===== config.mk =====
export PLATFORM = sky130hd
export DESIGN_NAME = ocmp_channel
export DESIGN_NICKNAME = d
export VERILOG_FILES = /design/src/hw/ocmp_pkg.sv /design/src/hw/ocmp_channel.sv
export VERILOG_INCLUDE_DIRS = /design/src /design/src/hw
export SDC_FILE = /design/constraint.sdc
export NUM_CORES = 1
export LEC_CHECK = 0
export ABC_AREA = 1
export BUFFER_PORTS_ARGS = -buffer_cell sky130_fd_sc_hd__buf_2
export CAP_MARGIN = 0
export CELL_PAD_IN_SITES_DETAIL_PLACEMENT = 0
export CELL_PAD_IN_SITES_GLOBAL_PLACEMENT = 1
export CORE_AREA = 2 2 160 123
export CTS_BUF_LIST = sky130_fd_sc_hd__clkbuf_8 sky130_fd_sc_hd__clkbuf_16
export DETAILED_ROUTE_END_ITERATION = 12
export DIE_AREA = 0 0 162 125
export HOLD_SLACK_MARGIN = 0.05
export PLACE_DENSITY_LB_ADDON = 0.2
export SYNTH_ARGS = -nofsm -noshare
export SYNTH_HDL_FRONTEND = slang
export SYNTH_SLANG_ARGS = --single-unit
export TNS_END_PERCENT = 1

===== constraint.sdc =====
create_clock -name pclk -period 2.35 [get_ports pclk]
set_clock_uncertainty 0.2 [all_clocks]
set_input_delay 0.1175 -clock pclk [delete_from_list [all_inputs] [get_ports pclk]]
set_output_delay 0.1175 -clock pclk [all_outputs]
set_load 0.02 [all_outputs]

===== src/hw/ocmp_defines.svh =====
/*
 * register offsets, field positions, reset values and mode codes of the compare channel.
 * assumes inclusion by bare name from the package and the design file.
 */
`ifndef OCMP_DEFINES_SVH
`define OCMP_DEFINES_SVH

// byte offsets on apb
`define OFS_CTRL_ONE 12'h000
`define OFS_CTRL_TWO 12'h004
`define OFS_PRIMARY 12'h008
`define OFS_SECONDARY 12'h00C
`define OFS_TIMER 12'h010
`define OFS_IRQ_STAT 12'h014
`define OFS_IRQ_MASK 12'h018

// control one fields
`define MODE_LSB 0
`define MODE_MSB 2
`define TRIG_MODE_BIT 3
`define TMR_EN_BIT 4
// control two fields
`define TRIG_STAT_BIT 6

// mode codes
`define MODE_OFF 3'h0
`define MODE_SS_HIGH 3'h1
`define MODE_SS_LOW 3'h2
`define MODE_TOGGLE 3'h3
`define MODE_DC_SINGLE 3'h4
`define MODE_DC_CONT 3'h5
`define MODE_PWM_EDGE 3'h6
`define MODE_PWM_CENTER 3'h7

// interrupt status bits
`define IRQ_PRI_BIT 0
`define IRQ_SEC_BIT 1
`define IRQ_WIDTH 2

`define CTRL_RESET 16'h0000
`define TIMER_RESET 16'h0000

`endif


===== src/hw/ocmp_pkg.sv =====
/*
 * types for the compare channel.
 * assumes ocmp_defines.svh lies on the include path.
 */
package ocmp_pkg;
	`include "ocmp_defines.svh"

	// compare mode field
	typedef logic [2:0] mode_t;

	// apb request as one bundle
	typedef struct packed {
		logic psel;
		logic penable;
		logic pwrite;
		logic [11:0] paddr;
		logic [31:0] pwdata;
	} apb_req_t;

	// apb answer bundle
	typedef struct packed {
		logic pready;
		logic pslverr;
		logic [31:0] prdata;
	} apb_rsp_t;

	// pulse sequencing phase
	typedef enum logic [1:0] {
		PH_IDLE,
		PH_WAIT_PRI,
		PH_WAIT_SEC,
		PH_DONE
	} phase_t;

	// all state of the channel
	typedef struct packed {
		logic [15:0] ctrl_one;
		logic trig_stat;
		logic [15:0] pri_active;
		logic [15:0] sec_active;
		logic [15:0] pri_buf;
		logic [15:0] sec_buf;
		logic [15:0] timer;
		logic [`IRQ_WIDTH-1:0] irq_stat;
		logic [`IRQ_WIDTH-1:0] irq_mask;
		phase_t phase;
		logic out;
		logic trig_clk;
		logic irq;
		apb_rsp_t rsp;
	} state_t;
endpackage


===== src/hw/ocmp_channel.sv =====
/*
 * output compare channel: timer, two compare values, mode sequencing, trigger status,
 * sticky match interrupts, apb register slave.
 * assumes one clock pclk, asynchronous active-low presetn and a clock enable from the
 * same domain; the compare pin drives an external load only.
 */

// guarded, so a second inclusion after the package is harmless
`include "ocmp_defines.svh"

module ocmp_channel (
	input wire logic pclk,
	input wire logic presetn,
	input wire logic clk_en,
	input wire ocmp_pkg::apb_req_t apb_req,
	output ocmp_pkg::apb_rsp_t apb_rsp,
	input wire logic trig_stat_set,
	output logic compare_output_pin,
	output logic trig_gen_clock,
	output logic trig_status_flag,
	output logic irq
);
	import ocmp_pkg::*;

	////////////////////////////////////////////////////////////////////////////////
	// state
	state_t st_r; // registered state
	state_t st_nxt; // next state

	// helpers
	mode_t mode; // current mode
	logic pwm_mode; // either pwm mode
	logic pri_hit; // timer equals primary
	logic sec_hit; // timer equals secondary
	logic zero_hit; // timer at zero
	logic wr_acc; // write access phase
	logic rd_acc; // read access phase
	logic wr_ctrl; // control one written
	logic [31:0] rdata; // read mux

	// is a mode one of the pwm codes
	function automatic logic is_pwm(input mode_t m);
		is_pwm = (m == `MODE_PWM_EDGE) || (m == `MODE_PWM_CENTER);
	endfunction

	// initial pin level of a mode, used at mode write
	function automatic logic init_level(input mode_t m);
		init_level = (m == `MODE_SS_LOW);
	endfunction

	assign mode = st_r.ctrl_one[`MODE_MSB:`MODE_LSB];
	assign pwm_mode = is_pwm(mode);
	assign pri_hit = st_r.timer == st_r.pri_active;
	assign sec_hit = st_r.timer == st_r.sec_active;
	assign zero_hit = st_r.timer == `TIMER_RESET;
	assign wr_acc = apb_req.psel && apb_req.penable && apb_req.pwrite;
	assign rd_acc = apb_req.psel && apb_req.penable && !apb_req.pwrite;
	assign wr_ctrl = wr_acc && (apb_req.paddr == `OFS_CTRL_ONE);

	////////////////////////////////////////////////////////////////////////////////
	// read mux, unmapped reads give zero and slverr
	always_comb begin
		rdata = 32'h0000_0000;
		if (apb_req.paddr == `OFS_CTRL_ONE) begin
			rdata = {16'h0000, st_r.ctrl_one};
		end else if (apb_req.paddr == `OFS_CTRL_TWO) begin
			rdata[`TRIG_STAT_BIT] = st_r.trig_stat;
		end else if (apb_req.paddr == `OFS_PRIMARY) begin
			rdata = {16'h0000, st_r.pri_buf};
		end else if (apb_req.paddr == `OFS_SECONDARY) begin
			rdata = {16'h0000, st_r.sec_buf};
		end else if (apb_req.paddr == `OFS_TIMER) begin
			rdata = {16'h0000, st_r.timer};
		end else if (apb_req.paddr == `OFS_IRQ_STAT) begin
			rdata[`IRQ_WIDTH-1:0] = st_r.irq_stat;
		end else if (apb_req.paddr == `OFS_IRQ_MASK) begin
			rdata[`IRQ_WIDTH-1:0] = st_r.irq_mask;
		end
	end

	// unmapped address decode
	function automatic logic mapped(input logic [11:0] a);
		mapped = (a == `OFS_CTRL_ONE) || (a == `OFS_CTRL_TWO) || (a == `OFS_PRIMARY) ||
			(a == `OFS_SECONDARY) || (a == `OFS_TIMER) || (a == `OFS_IRQ_STAT) ||
			(a == `OFS_IRQ_MASK);
	endfunction

	////////////////////////////////////////////////////////////////////////////////
	// next state
	always_comb begin
		st_nxt = st_r;
		// one-cycle apb answer: pready pulses in the access phase
		st_nxt.rsp.pready = apb_req.psel && apb_req.penable && !st_r.rsp.pready;
		st_nxt.rsp.pslverr = apb_req.psel && apb_req.penable && !st_r.rsp.pready && !mapped(apb_req.paddr);
		st_nxt.rsp.prdata = rd_acc ? rdata : 32'h0000_0000;
		st_nxt.trig_clk = 1'b0;

		// free running timer, enable bit and a mode other than off gate it
		if (st_r.ctrl_one[`TMR_EN_BIT] && mode != `MODE_OFF) begin
			st_nxt.timer = st_r.timer + 16'h0001;
			// edge pwm period ends at secondary match
			if (mode == `MODE_PWM_EDGE && sec_hit) begin
				st_nxt.timer = `TIMER_RESET;
			end
		end

		// pwm loads buffered values at period start only
		if (pwm_mode && zero_hit) begin
			st_nxt.pri_active = st_r.pri_buf;
			st_nxt.sec_active = st_r.sec_buf;
		end

		// mode sequencing on compare events
		case (mode)
			`MODE_OFF: begin
				st_nxt.out = 1'b0;
				st_nxt.phase = PH_IDLE;
			end
			`MODE_SS_HIGH, `MODE_SS_LOW: begin
				if (st_r.phase == PH_WAIT_PRI && pri_hit) begin
					st_nxt.out = (mode == `MODE_SS_HIGH);
					st_nxt.phase = PH_DONE;
				end
			end
			`MODE_TOGGLE: begin
				if (pri_hit) begin
					st_nxt.out = !st_r.out;
				end
			end
			`MODE_DC_SINGLE, `MODE_DC_CONT: begin
				if (st_r.phase == PH_WAIT_PRI && pri_hit) begin
					st_nxt.out = !st_r.out;
					st_nxt.phase = PH_WAIT_SEC;
				end else if (st_r.phase == PH_WAIT_SEC && sec_hit) begin
					st_nxt.out = !st_r.out;
					// single shot stops after one pulse, continuous rearms
					st_nxt.phase = (mode == `MODE_DC_CONT) ? PH_WAIT_PRI : PH_DONE;
				end
			end
			`MODE_PWM_EDGE: begin
				if (pri_hit) begin
					st_nxt.out = 1'b0;
				end else if (zero_hit) begin
					st_nxt.out = 1'b1;
				end
			end
			default: begin
				// centre pwm
				if (sec_hit) begin
					st_nxt.out = 1'b0;
				end else if (pri_hit) begin
					st_nxt.out = 1'b1;
				end
			end
		endcase

		// one trigger clock pulse per primary compare event
		if (mode != `MODE_OFF && pri_hit && st_r.ctrl_one[`TMR_EN_BIT]) begin
			st_nxt.trig_clk = 1'b1;
		end

		// trigger status: software clear first, then hardware clear, then set wins
		if (wr_acc && apb_req.paddr == `OFS_CTRL_TWO && !apb_req.pwdata[`TRIG_STAT_BIT]) begin
			st_nxt.trig_stat = 1'b0;
		end
		if (st_r.ctrl_one[`TRIG_MODE_BIT] && sec_hit) begin
			st_nxt.trig_stat = 1'b0;
		end
		if (trig_stat_set) begin
			st_nxt.trig_stat = 1'b1;
		end

		// sticky match status; read clears, a new event wins
		if (rd_acc && !st_r.rsp.pready && apb_req.paddr == `OFS_IRQ_STAT) begin
			st_nxt.irq_stat = '0;
		end
		if (mode != `MODE_OFF && st_r.ctrl_one[`TMR_EN_BIT]) begin
			st_nxt.irq_stat[`IRQ_PRI_BIT] = st_nxt.irq_stat[`IRQ_PRI_BIT] | pri_hit;
			st_nxt.irq_stat[`IRQ_SEC_BIT] = st_nxt.irq_stat[`IRQ_SEC_BIT] | sec_hit;
		end

		// register writes, taken once in the access phase
		if (wr_acc && !st_r.rsp.pready) begin
			if (apb_req.paddr == `OFS_CTRL_ONE) begin
				st_nxt.ctrl_one = apb_req.pwdata[15:0];
			end else if (apb_req.paddr == `OFS_PRIMARY) begin
				st_nxt.pri_buf = apb_req.pwdata[15:0];
				// direct effect outside pwm
				if (!is_pwm(mode)) begin
					st_nxt.pri_active = apb_req.pwdata[15:0];
				end
			end else if (apb_req.paddr == `OFS_SECONDARY) begin
				st_nxt.sec_buf = apb_req.pwdata[15:0];
				if (!is_pwm(mode)) begin
					st_nxt.sec_active = apb_req.pwdata[15:0];
				end
			end else if (apb_req.paddr == `OFS_TIMER) begin
				st_nxt.timer = apb_req.pwdata[15:0];
			end else if (apb_req.paddr == `OFS_IRQ_MASK) begin
				st_nxt.irq_mask = apb_req.pwdata[`IRQ_WIDTH-1:0];
			end
		end

		// a write that changes the mode forces the initial level and rearms the sequence
		if (wr_ctrl && !st_r.rsp.pready &&
			apb_req.pwdata[`MODE_MSB:`MODE_LSB] != mode) begin
			st_nxt.out = init_level(apb_req.pwdata[`MODE_MSB:`MODE_LSB]);
			st_nxt.phase = PH_WAIT_PRI;
		end

		st_nxt.irq = |(st_nxt.irq_stat & st_nxt.irq_mask);
	end

	////////////////////////////////////////////////////////////////////////////////
	// state register, frozen when the clock enable is low
	always_ff @(posedge pclk or negedge presetn) begin
		if (!presetn) begin
			st_r <= '0;
		end else if (clk_en) begin
			st_r <= st_nxt;
		end
	end

	assign apb_rsp = st_r.rsp;
	assign compare_output_pin = st_r.out;
	assign trig_gen_clock = st_r.trig_clk;
	assign trig_status_flag = st_r.trig_stat;
	assign irq = st_r.irq;
endmodule // ocmp_channel


==> impl_metrics.toml, run 1 <==
[logic_synthesis]
synthXorXnorAreaFrac = 0.0111
synth-compound-area-share = 0.166
synth_flop_cell = "dfrtp_1"
synth.distinct_cells = 42
syn_inst = 1132
ys_seq_elements = 124
async_flop_share = 1.00
synth_area_um2 = 7870
synth-simple-area-share = 0.292
synth_warnings = 0
synth_edf_count = 0
synth_adder_area_share = 0.00318
seq_area_frac_synth = 0.394
synth_top_family_by_area = "simple AND/OR/NAND/NOR gates"
syn_avg_cell_area_um2 = 6.95
synthMuxAreaShare = 0

[run_status]
status = "finished, final reports clean"

[clock_network]
postCtsSetupBuffers = 0
clkSlewWorstSetupHoldPaths_ps = 70
cts-root-buf = "clkbuf_16"
cts_buffer_depth = 2
cts.htree.levels = 4
cts_tree = "done"
numClockSinks = 124
clock_latency_ps = 430
numCtsBuffers = 17

[global_route]
grt_use_total = 0.266
grt_pass1_vias = 6832
grt_max_degree = 60
grt_pass1_wl_um = 41000
grt_overflow_total = 0
grt_antenna_before_repair = 0

[hold_path]
min_from = "apb_req[35]"
hold_class = "input port to register"

[power]
swShare = 0.328
seqPwrFrac = 0.392
combPwrFrac = 0.172
total_power_w = 0.00599
p_switching_w = 0.00196
pwr_density_cell_nw_per_um2 = 646
clock_power_share = 0.435
p_int_w = 0.00402
ir_worst_vdd_uv = 411
leakage_nw = 4.73

[floorplan]
start_util = 0.418
dieArea_um2 = 20300
core_region_area_um2 = 18800
die_x_um = 162
core.rowCount = 44
die_height_um = 125
io_pins = 89

[route]
firstDrtPassIters = 5
drtAntennaViolNets = 0
routed_via_density = 5.18
routedWlPerCell_um = 17.7
vias = 7624
remaining_drc_errors = 0
drt-total-wl_um = 26100
drt_iter0_markers = 785

[place]
place_congestion = 0.908
io_buffers = 56
place_area_um2 = 8440
hpwl_um = 18900

[layout]
regArea_um2 = 3100
drive_gt1_frac = 0.143
diodes = 0
syn_to_final_growth_pct = 17.8
finalInstanceArea_um2 = 9270
fin_nets = 1260
multiInputGateArea_um2 = 3790
num-fill-cells = 1922

[setup_path]
critical_path.startpoint = "st_r[46]$_DFFE_PN0P_"
startpoint_type = "register"
crit_type = "register to register"
required_ps = 2510
slowest_delay_ps = 460
arrival_ps = 2390
end_kind = "register"
cp_common_cell = "nand2_1"
worst_path_max_delay_cell = "dfrtp_1"
path_cells = "inv_1, nand2_1, nand2_1, nor2_1, nand2_1, nor2_2, nand2_1, o21ai_0, nand3_1, nand3_1"
worstReg2RegStart = "st_r[46]$_DFFE_PN0P_"
worst-path-max-fanout = 5
cp_top_family = "simple AND/OR/NAND/NOR gates"
critPathBufInv = 1

[sta]
slew_headroom = 0.595
finalCriticalPeriod_ps = 2230
tightest_slew_ps = 608
hold_viol_final = 0
report.final.setup_viol = 0
period_share = 0.948
slew_violations = 0
fmax_mhz = 449
rsz0062_at_grt = "yes"

[run]
drv_cap = 0
[layer usage]
| layer | vias to the layer above | GRT usage | part of all wire |
|---|---|---|---|
| met5 | - | 0 | 0 |
| met4 | 0 | 0.0625 | 0.011 |
| met3 | 22 | 0.0647 | 0.089 |
| met2 | 300 | 0.332 | 0.38 |
| met1 | 3542 | 0.444 | 0.52 |
| li1 | 3760 | - | - |
[sequential cells by signal (all words and copies together) (netlist names)]
register            flops
apb_rsp                18
compare_output_pin      1
irq                     1
mode                    3
st_r                   99
trig_gen_clock          1
trig_status_flag        1
[cell usage after synthesis (all sizes together), types with 11 or more instances]
master / instances / area [um^2]
a22oi: 15 / 113
dfrtp: 124 / 3100
buf: 61 / 418
nand2: 357 / 1370
nor2: 83 / 344
o21ai: 126 / 631
a21oi: 63 / 319
o2111ai: 14 / 123
clkbuf: 25 / 93.8
nor3: 15 / 130
inv: 139 / 529
nand4: 11 / 75.1
nand3: 64 / 335
[placed cells by master (no fill, tap or decap), types with 10 or more instances in the layout]
master         count
inv_1            128
nand3_1           61
nand4_1           10
conb_1            16
o21ai_1           16
nor2_1            76
nand2_1          351
o21ai_0          110
o2111ai_1         14
a22oi_1           15
buf_4             40
dlygate4sd3_1     23
dfrtp_1          123
clkbuf_16         17
a21oi_1           62
buf_2             55
[final timing paths]
kind                                      endpoint  depth (start not counted)  slack [ps]
min                        apb_rsp[32]$_DFFE_PN0P_                          4          90
min in group asynchronous     st_r[94]$_DFFE_PN0P_                          3         540
max                                irq$_DFFE_PN0P_                         10         120
max reg2reg                        irq$_DFFE_PN0P_                         10         120
min reg2reg                apb_rsp[10]$_DFFE_PN0P_                          2         280
max in group asynchronous     st_r[81]$_DFFE_PN0P_                          4         540
[kinds of logic (layout without fill, tap and decap cells)]
group / Yosys count / count (layout)
and+or+nand+nor: 534 / 534
AOI/OAI and AO/OA: 235 / 235
adders and majority gates: 2 / 2
buffers and inverters: 226 / 299
other: 1 / 16
xor gates and xnor gates: 10 / 10
DFF: 124 / 124
[tightest hold or removal path, stage by stage]
cell and delay, ps:
buf_2 130, inv_4 120, nor4_4 80, o31ai_1 230
[what timing repair did]
item | in CTS | in global routing
resized for setup | 0 | 6
setup endpoints to repair | 0 | 28
hold buffers | 24 | 0
endpoints found under the hold margin | 240 | 0
[metrics by stage]
| step | instances | setup WS (ps) | utilization | setup TNS, ps | hold WS [ps] |
|---|---|---|---|---|---|
| finish | 1473 | 121 | 0.492 | 0 | 94.1 |
| global route | 1473 | -8.06 | 0.492 | -12.8 | 116 |
| CTS | 1473 | 47.2 | 0.491 | 0 | 65.3 |
| detailed placement | 1417 | 74.3 | 0.448 | 0 | -71.5 |
| global placement | 1417 | 105 | 0.448 | 0 | -72.3 |
| floorplan | 1147 | 354 | - | 0 | -378 |
[power groups by stage]
stage	logic, W	clock network [W]	registers, W
2_1_floorplan	0.000612	0	0.00237
3_3_place_gp	0.000983	0	0.00238
3_5_place_dp	0.000981	0	0.00238
4_1_cts	0.00102	0.00263	0.00234
5_1_grt	0.00116	0.00274	0.00236
6_report	0.00103	0.00261	0.00235
[layout make-up]
class / instances / area share
Sequential cell: 124 / 0.335
Multi-Input combinational cell: 797 / 0.409
Inverter: 140 / 0.0575
Tap cell: 253 / 0.0341
Clock inverter: 15 / 0.0159
Clock buffer: 17 / 0.0459
Timing Repair Buffer: 127 / 0.103
(Power assumes the default switching activity.)
==> run 2: changes to the inputs <==
Settings changed: PLACE_DENSITY_LB_ADDON 0.2 to 0.12.
==> impl_metrics.toml, run 2 (synthesis gave the netlist of run 1 again) <==
[floorplan]
start_util = 0.418
die_height_um = 125
core_region_area_um2 = 18800
dieArea_um2 = 20300
io_pins = 89
core.rowCount = 44
die_x_um = 162

[global_route]
grt_max_degree = 63
grt_antenna_before_repair = 0
grt_use_total = 0.275
grt_pass1_vias = 7058
grt_pass1_wl_um = 42100
grt_overflow_total = 0

[place]
place_ws_ps = 81.2
place_congestion = 0.879
io_buffers = 56
hpwl_um = 18800

[layout]
largest_reg_flops = 99
fin_nets = 1257
mostFrequentLayoutCells = "nand2_1 (351), inv_1 (127), dfrtp_1 (119)"
layout_commonest_cell = "nand2_1"
top_register = "st_r"
drive_gt1_frac = 0.147
syn_to_final_growth_pct = 18.4
num-fill-cells = 1946
final_core_util = 0.495

[setup_path]
worstReg2RegStart = "st_r[53]$_DFFE_PN0P_"
rrSetupSlack_ps = 140
worst-path-max-fanout = 20
arrival_ps = 2310
crit_type = "input port to register"
required_ps = 2440
startpoint_type = "input port"
end_kind = "register"
ff2ff_path_depth = 9
reg2reg_to = "st_r[120]$_DFFE_PN0P_"

[sta]
hold_viol_final = 0
period_share = 0.948
report.final.setup_viol = 0
slew_violations = 0
tightest_slew_ps = 592
finalCriticalPeriod_ps = 2230
slew_headroom = 0.606
setup_slack_ps = 121
finalSetupTns_ps = 0
fmax_mhz = 449

[route]
routedWlPerCell_um = 18.3
drt_iter0_markers = 736
vias = 7680
firstDrtPassIters = 5
drt-total-wl_um = 26900
drtAntennaViolNets = 0
routed_via_density = 5.22
remaining_drc_errors = 0

[clock_network]
numClockSinks = 124
cts.htree.levels = 4
cts_buffer_depth = 2
postCtsSetupBuffers = 0
cts_tree = "done"
cts-root-buf = "clkbuf_16"
numCtsBuffers = 17
clkSlewWorstSetupHoldPaths_ps = 60
clock_latency_ps = 440

[hold_path]
min_from = "apb_req[35]"
hold_path_depth = 7
whs_endpoint = "apb_rsp[1]$_DFFE_PN0P_"
hold_class = "input port to register"

[power]
ir_worst_vdd_uv = 324
pwr_density_cell_nw_per_um2 = 642
leakage_nw = 4.70

[run]
drv_cap = 0

[run_status]
status = "finished, final reports clean"
==> run 2: cell types whose count changed in the layout (fill, tap and decap cells not counted), sizes merged <==
cell          previous run  this run
buf                    103        98
dlymetal6s4s             1         0
dlygate4sd3             23        26
inv                    150       152
diode                    0         2
clkinv                   2         0
==> run 2: worst max path at each step <==
stage | endpoint | slack, ps | start
after floorplan | st_r[104]$_DFFE_PN0P_ | 350 | st_r[43]$_DFFE_PN0P_
after global placement | st_r[116]$_DFFE_PN0P_ | 50 | apb_rsp[33]$_DFFE_PN0P_
after detailed placement | st_r[116]$_DFFE_PN0P_ | 80 | apb_rsp[33]$_DFFE_PN0P_
after CTS | st_r[116]$_DFFE_PN0P_ | 20 | apb_req[40]
after global routing | st_r[122]$_DFFE_PN0P_ | -0.3 | apb_req[40]
final | st_r[115]$_DFFE_PN0P_ | 120 | apb_req[45]
==> run 2: final cells by class <==
type,instances,area (um^2),share of cell area
Inverter,140,533,0.0572
Antenna cell,2,5.00,0.000537
Tap cell,253,317,0.0340
Clock buffer,17,425,0.0457
Timing Repair Buffer,124,957,0.103
Multi-Input combinational cell,797,3830,0.411
Clock inverter,15,143,0.0153
Sequential cell,124,3110,0.334
==> run 2: through the flow <==
stage	std cells	cell area [um^2]	power, W	hold WS, ps
after floorplan	1147	7930	0.00299	-378
after global placement	1411	8400	0.00334	-83.8
after detailed placement	1411	8400	0.00335	-87.3
after CTS	1470	9250	0.00599	86.2
after global routing	1470	9310	0.00626	149
final	1472	9320	0.00598	109
==> run 2: timing repair <==
| item | 4_1_cts | 5_1_grt |
|---|---|---|
| resized for setup | 0 | 19 |
| hold buffers | 27 | 0 |
| endpoints found under the hold margin | 236 | 0 |
| endpoints found under the setup margin | 0 | 58 |
==> run 2: power by group <==
group	total [W]	switching (W)	leakage [nW]	internal [W]
Combinational	0.00102	0.000668	2.85	0.000353
Sequential	0.00236	0.000102	1.58	0.00225
Clock	0.00260	0.00119	0.273	0.00141
Total	0.00598	0.00196	4.70	0.00402
==> run 2: routing by layer <==
layer / wire, um / track usage / vias to the layer above
met4: 243 / 0.0500 / 0
met2: 10100 / 0.353 / 279
met1: 14100 / 0.454 / 3635
met3: 2460 / 0.0740 / 26
li1: - / - / 3740
met5: 0 / 0 / -
==> run 2: critical path: stages <==
cell	delay, ps
dlygate4sd3_1	540
buf_2	100
nand2_1	90
inv_1	90
nand2_1	90
inv_1	60
nand2_1	60
inv_1	140
nand2_2	140
inv_2	140
nand3_1	100
buf_6	190
o21ai_0	340
a22oi_1	110
==> run 3: changes to the inputs <==
Settings changed: PLACE_DENSITY from default to 0.84, PLACE_DENSITY_LB_ADDON 0.12 to default.
==> impl_metrics.toml, run 3 (synthesis gave the netlist of run 1 again) <==
[setup_path]
ff2ff_path_depth = 12
reg2reg_to = "st_r[49]$_DFFE_PN0P_"
end_kind = "register"
required_ps = 2430
startpoint_type = "register"
worstReg2RegStart = "st_r[47]$_DFFE_PN0P_"
rrSetupSlack_ps = 150
worst-path-max-fanout = 13
arrival_ps = 2280
crit_type = "register to register"

[clock_network]
clkSlewWorstSetupHoldPaths_ps = 60
cts_buffer_depth = 2
numClockSinks = 124
cts-root-buf = "clkbuf_16"
clock_latency_ps = 430
cts_tree = "done"
numCtsBuffers = 17
cts.htree.levels = 4

[floorplan]
start_util = 0.418
dieArea_um2 = 20300
core.rowCount = 44
core_region_area_um2 = 18800
die_height_um = 125
io_pins = 89
die_x_um = 162

[global_route]
grt_antenna_before_repair = 0
grt_max_degree = 56
grt_use_total = 0.251
grt_pass1_wl_um = 39300
grt_overflow_total = 0
grt_pass1_vias = 6998

[hold_path]
whs_endpoint = "apb_rsp[32]$_DFFE_PN0P_"
hold_class = "input port to register"
hold_path_depth = 4
min_from = "apb_req[35]"

[layout]
mostFrequentLayoutCells = "nand2_1 (351), inv_1 (128), dfrtp_1 (117)"
largest_reg_flops = 99
top_register = "st_r"
diodes = 0
drive_gt1_frac = 0.145
final_core_util = 0.492
layout_commonest_cell = "nand2_1"
stdcell_count = 1468
syn_to_final_growth_pct = 17.7
fin_nets = 1255
finalInstanceArea_um2 = 9270

[sta]
slew_headroom = 0.590
slew_violations = 0
tightest_slew_ps = 615
fmax_mhz = 454
report.final.setup_viol = 0
finalCriticalPeriod_ps = 2200
hold_viol_final = 0
period_share = 0.938
whs_ps = 78.8
rsz0062_at_grt = "yes"

[place]
place_inst = 1413
hpwl_um = 17700
io_buffers = 56
place_area_um2 = 8390
place_congestion = 0.872

[power]
pwr_density_cell_nw_per_um2 = 665
leakage_nw = 4.71
ir_worst_vdd_uv = 431

[run_status]
status = "finished, final reports clean"

[route]
vias = 7596
drt-total-wl_um = 24800
routed-wl-met2_um = 10100
routedWlPerCell_um = 16.9
drt_iter0_markers = 821
drtAntennaViolNets = 0
wl_met1_um = 12300
remaining_drc_errors = 0
route.met3.wl_um = 2090
firstDrtPassIters = 7
routed.top_layer = "met4"
routed_via_density = 5.17

[run]
drv_cap = 0
-- run 3: per-layer routing --
metal,vias to the layer above,track usage
li1,3735,-
met1,3530,0.399
met2,303,0.346
met3,28,0.0508
met4,0,0.0599
met5,-,0
-- run 3: where the power goes --
| group | switching, W | total, W | internal (W) |
|---|---|---|---|
| Sequential | 0.000134 | 0.00239 | 0.00226 |
| Clock | 0.00108 | 0.00280 | 0.00172 |
| Combinational | 0.000633 | 0.000970 | 0.000337 |
| Total | 0.00185 | 0.00616 | 0.00431 |
-- run 3: final cells by class --
| type | instances | area, um^2 |
|---|---|---|
| inverters | 140 | 533 |
| multi-input cells | 797 | 3790 |
| repair buffers | 122 | 890 |
| clock buffers | 18 | 439 |
| fillers | 1933 | 9560 |
| well taps | 253 | 317 |
| flip-flops and latches | 124 | 3110 |
| clock inverters | 14 | 183 |
-- run 3: worst max-delay path by stage --
stage                     slack (ps)                 start  cells after the start                             end
after floorplan                  350  st_r[43]$_DFFE_PN0P_                     11           st_r[104]$_DFFE_PN0P_
after global placement            80  st_r[47]$_DFFE_PN0P_                     12            st_r[49]$_DFFE_PN0P_
after detailed placement          20  st_r[47]$_DFFE_PN0P_                     12            st_r[49]$_DFFE_PN0P_
after CTS                         60  st_r[47]$_DFFE_PN0P_                     12            st_r[49]$_DFFE_PN0P_
after global routing             -30  st_r[46]$_DFFE_PN0P_                     13  compare_output_pin$_DFFE_PN0P_
final                            150  st_r[47]$_DFFE_PN0P_                     12            st_r[49]$_DFFE_PN0P_
-- run 3: stage by stage --
stage          worst slack [ps]  setup TNS [ps]  total power [W]
2_1_floorplan               354               0          0.00299
3_3_place_gp               79.3               0          0.00332
3_5_place_dp               23.8               0          0.00333
4_1_cts                    59.3               0          0.00617
5_1_grt                   -26.2           -26.2          0.00640
6_report                    147               0          0.00616
-- run 3: worst max-delay path, cell delays in order (launching register included) --
cell and delay, ps:
dfrtp_2 440, inv_1 150, nand2_1 100, nand2_1 60, nor2_1 160, nand2_1 140, nor2_4 190, nand4_2 110
buf_4 200, o21ai_0 80, nand2_1 70, nand3_1 70, o21ai_0 80
-- run 3: repair_timing --
| action | 4_1_cts | 5_1_grt |
|---|---|---|
| hold buffers | 23 | 0 |
| cloned | 0 | 0 |
| buffers inserted | 0 | 0 |
| resized for setup | 1 | 9 |
| setup endpoints to repair | 1 | 21 |
| pin swaps | 0 | 1 |
| endpoints found under the hold margin | 239 | 0 |
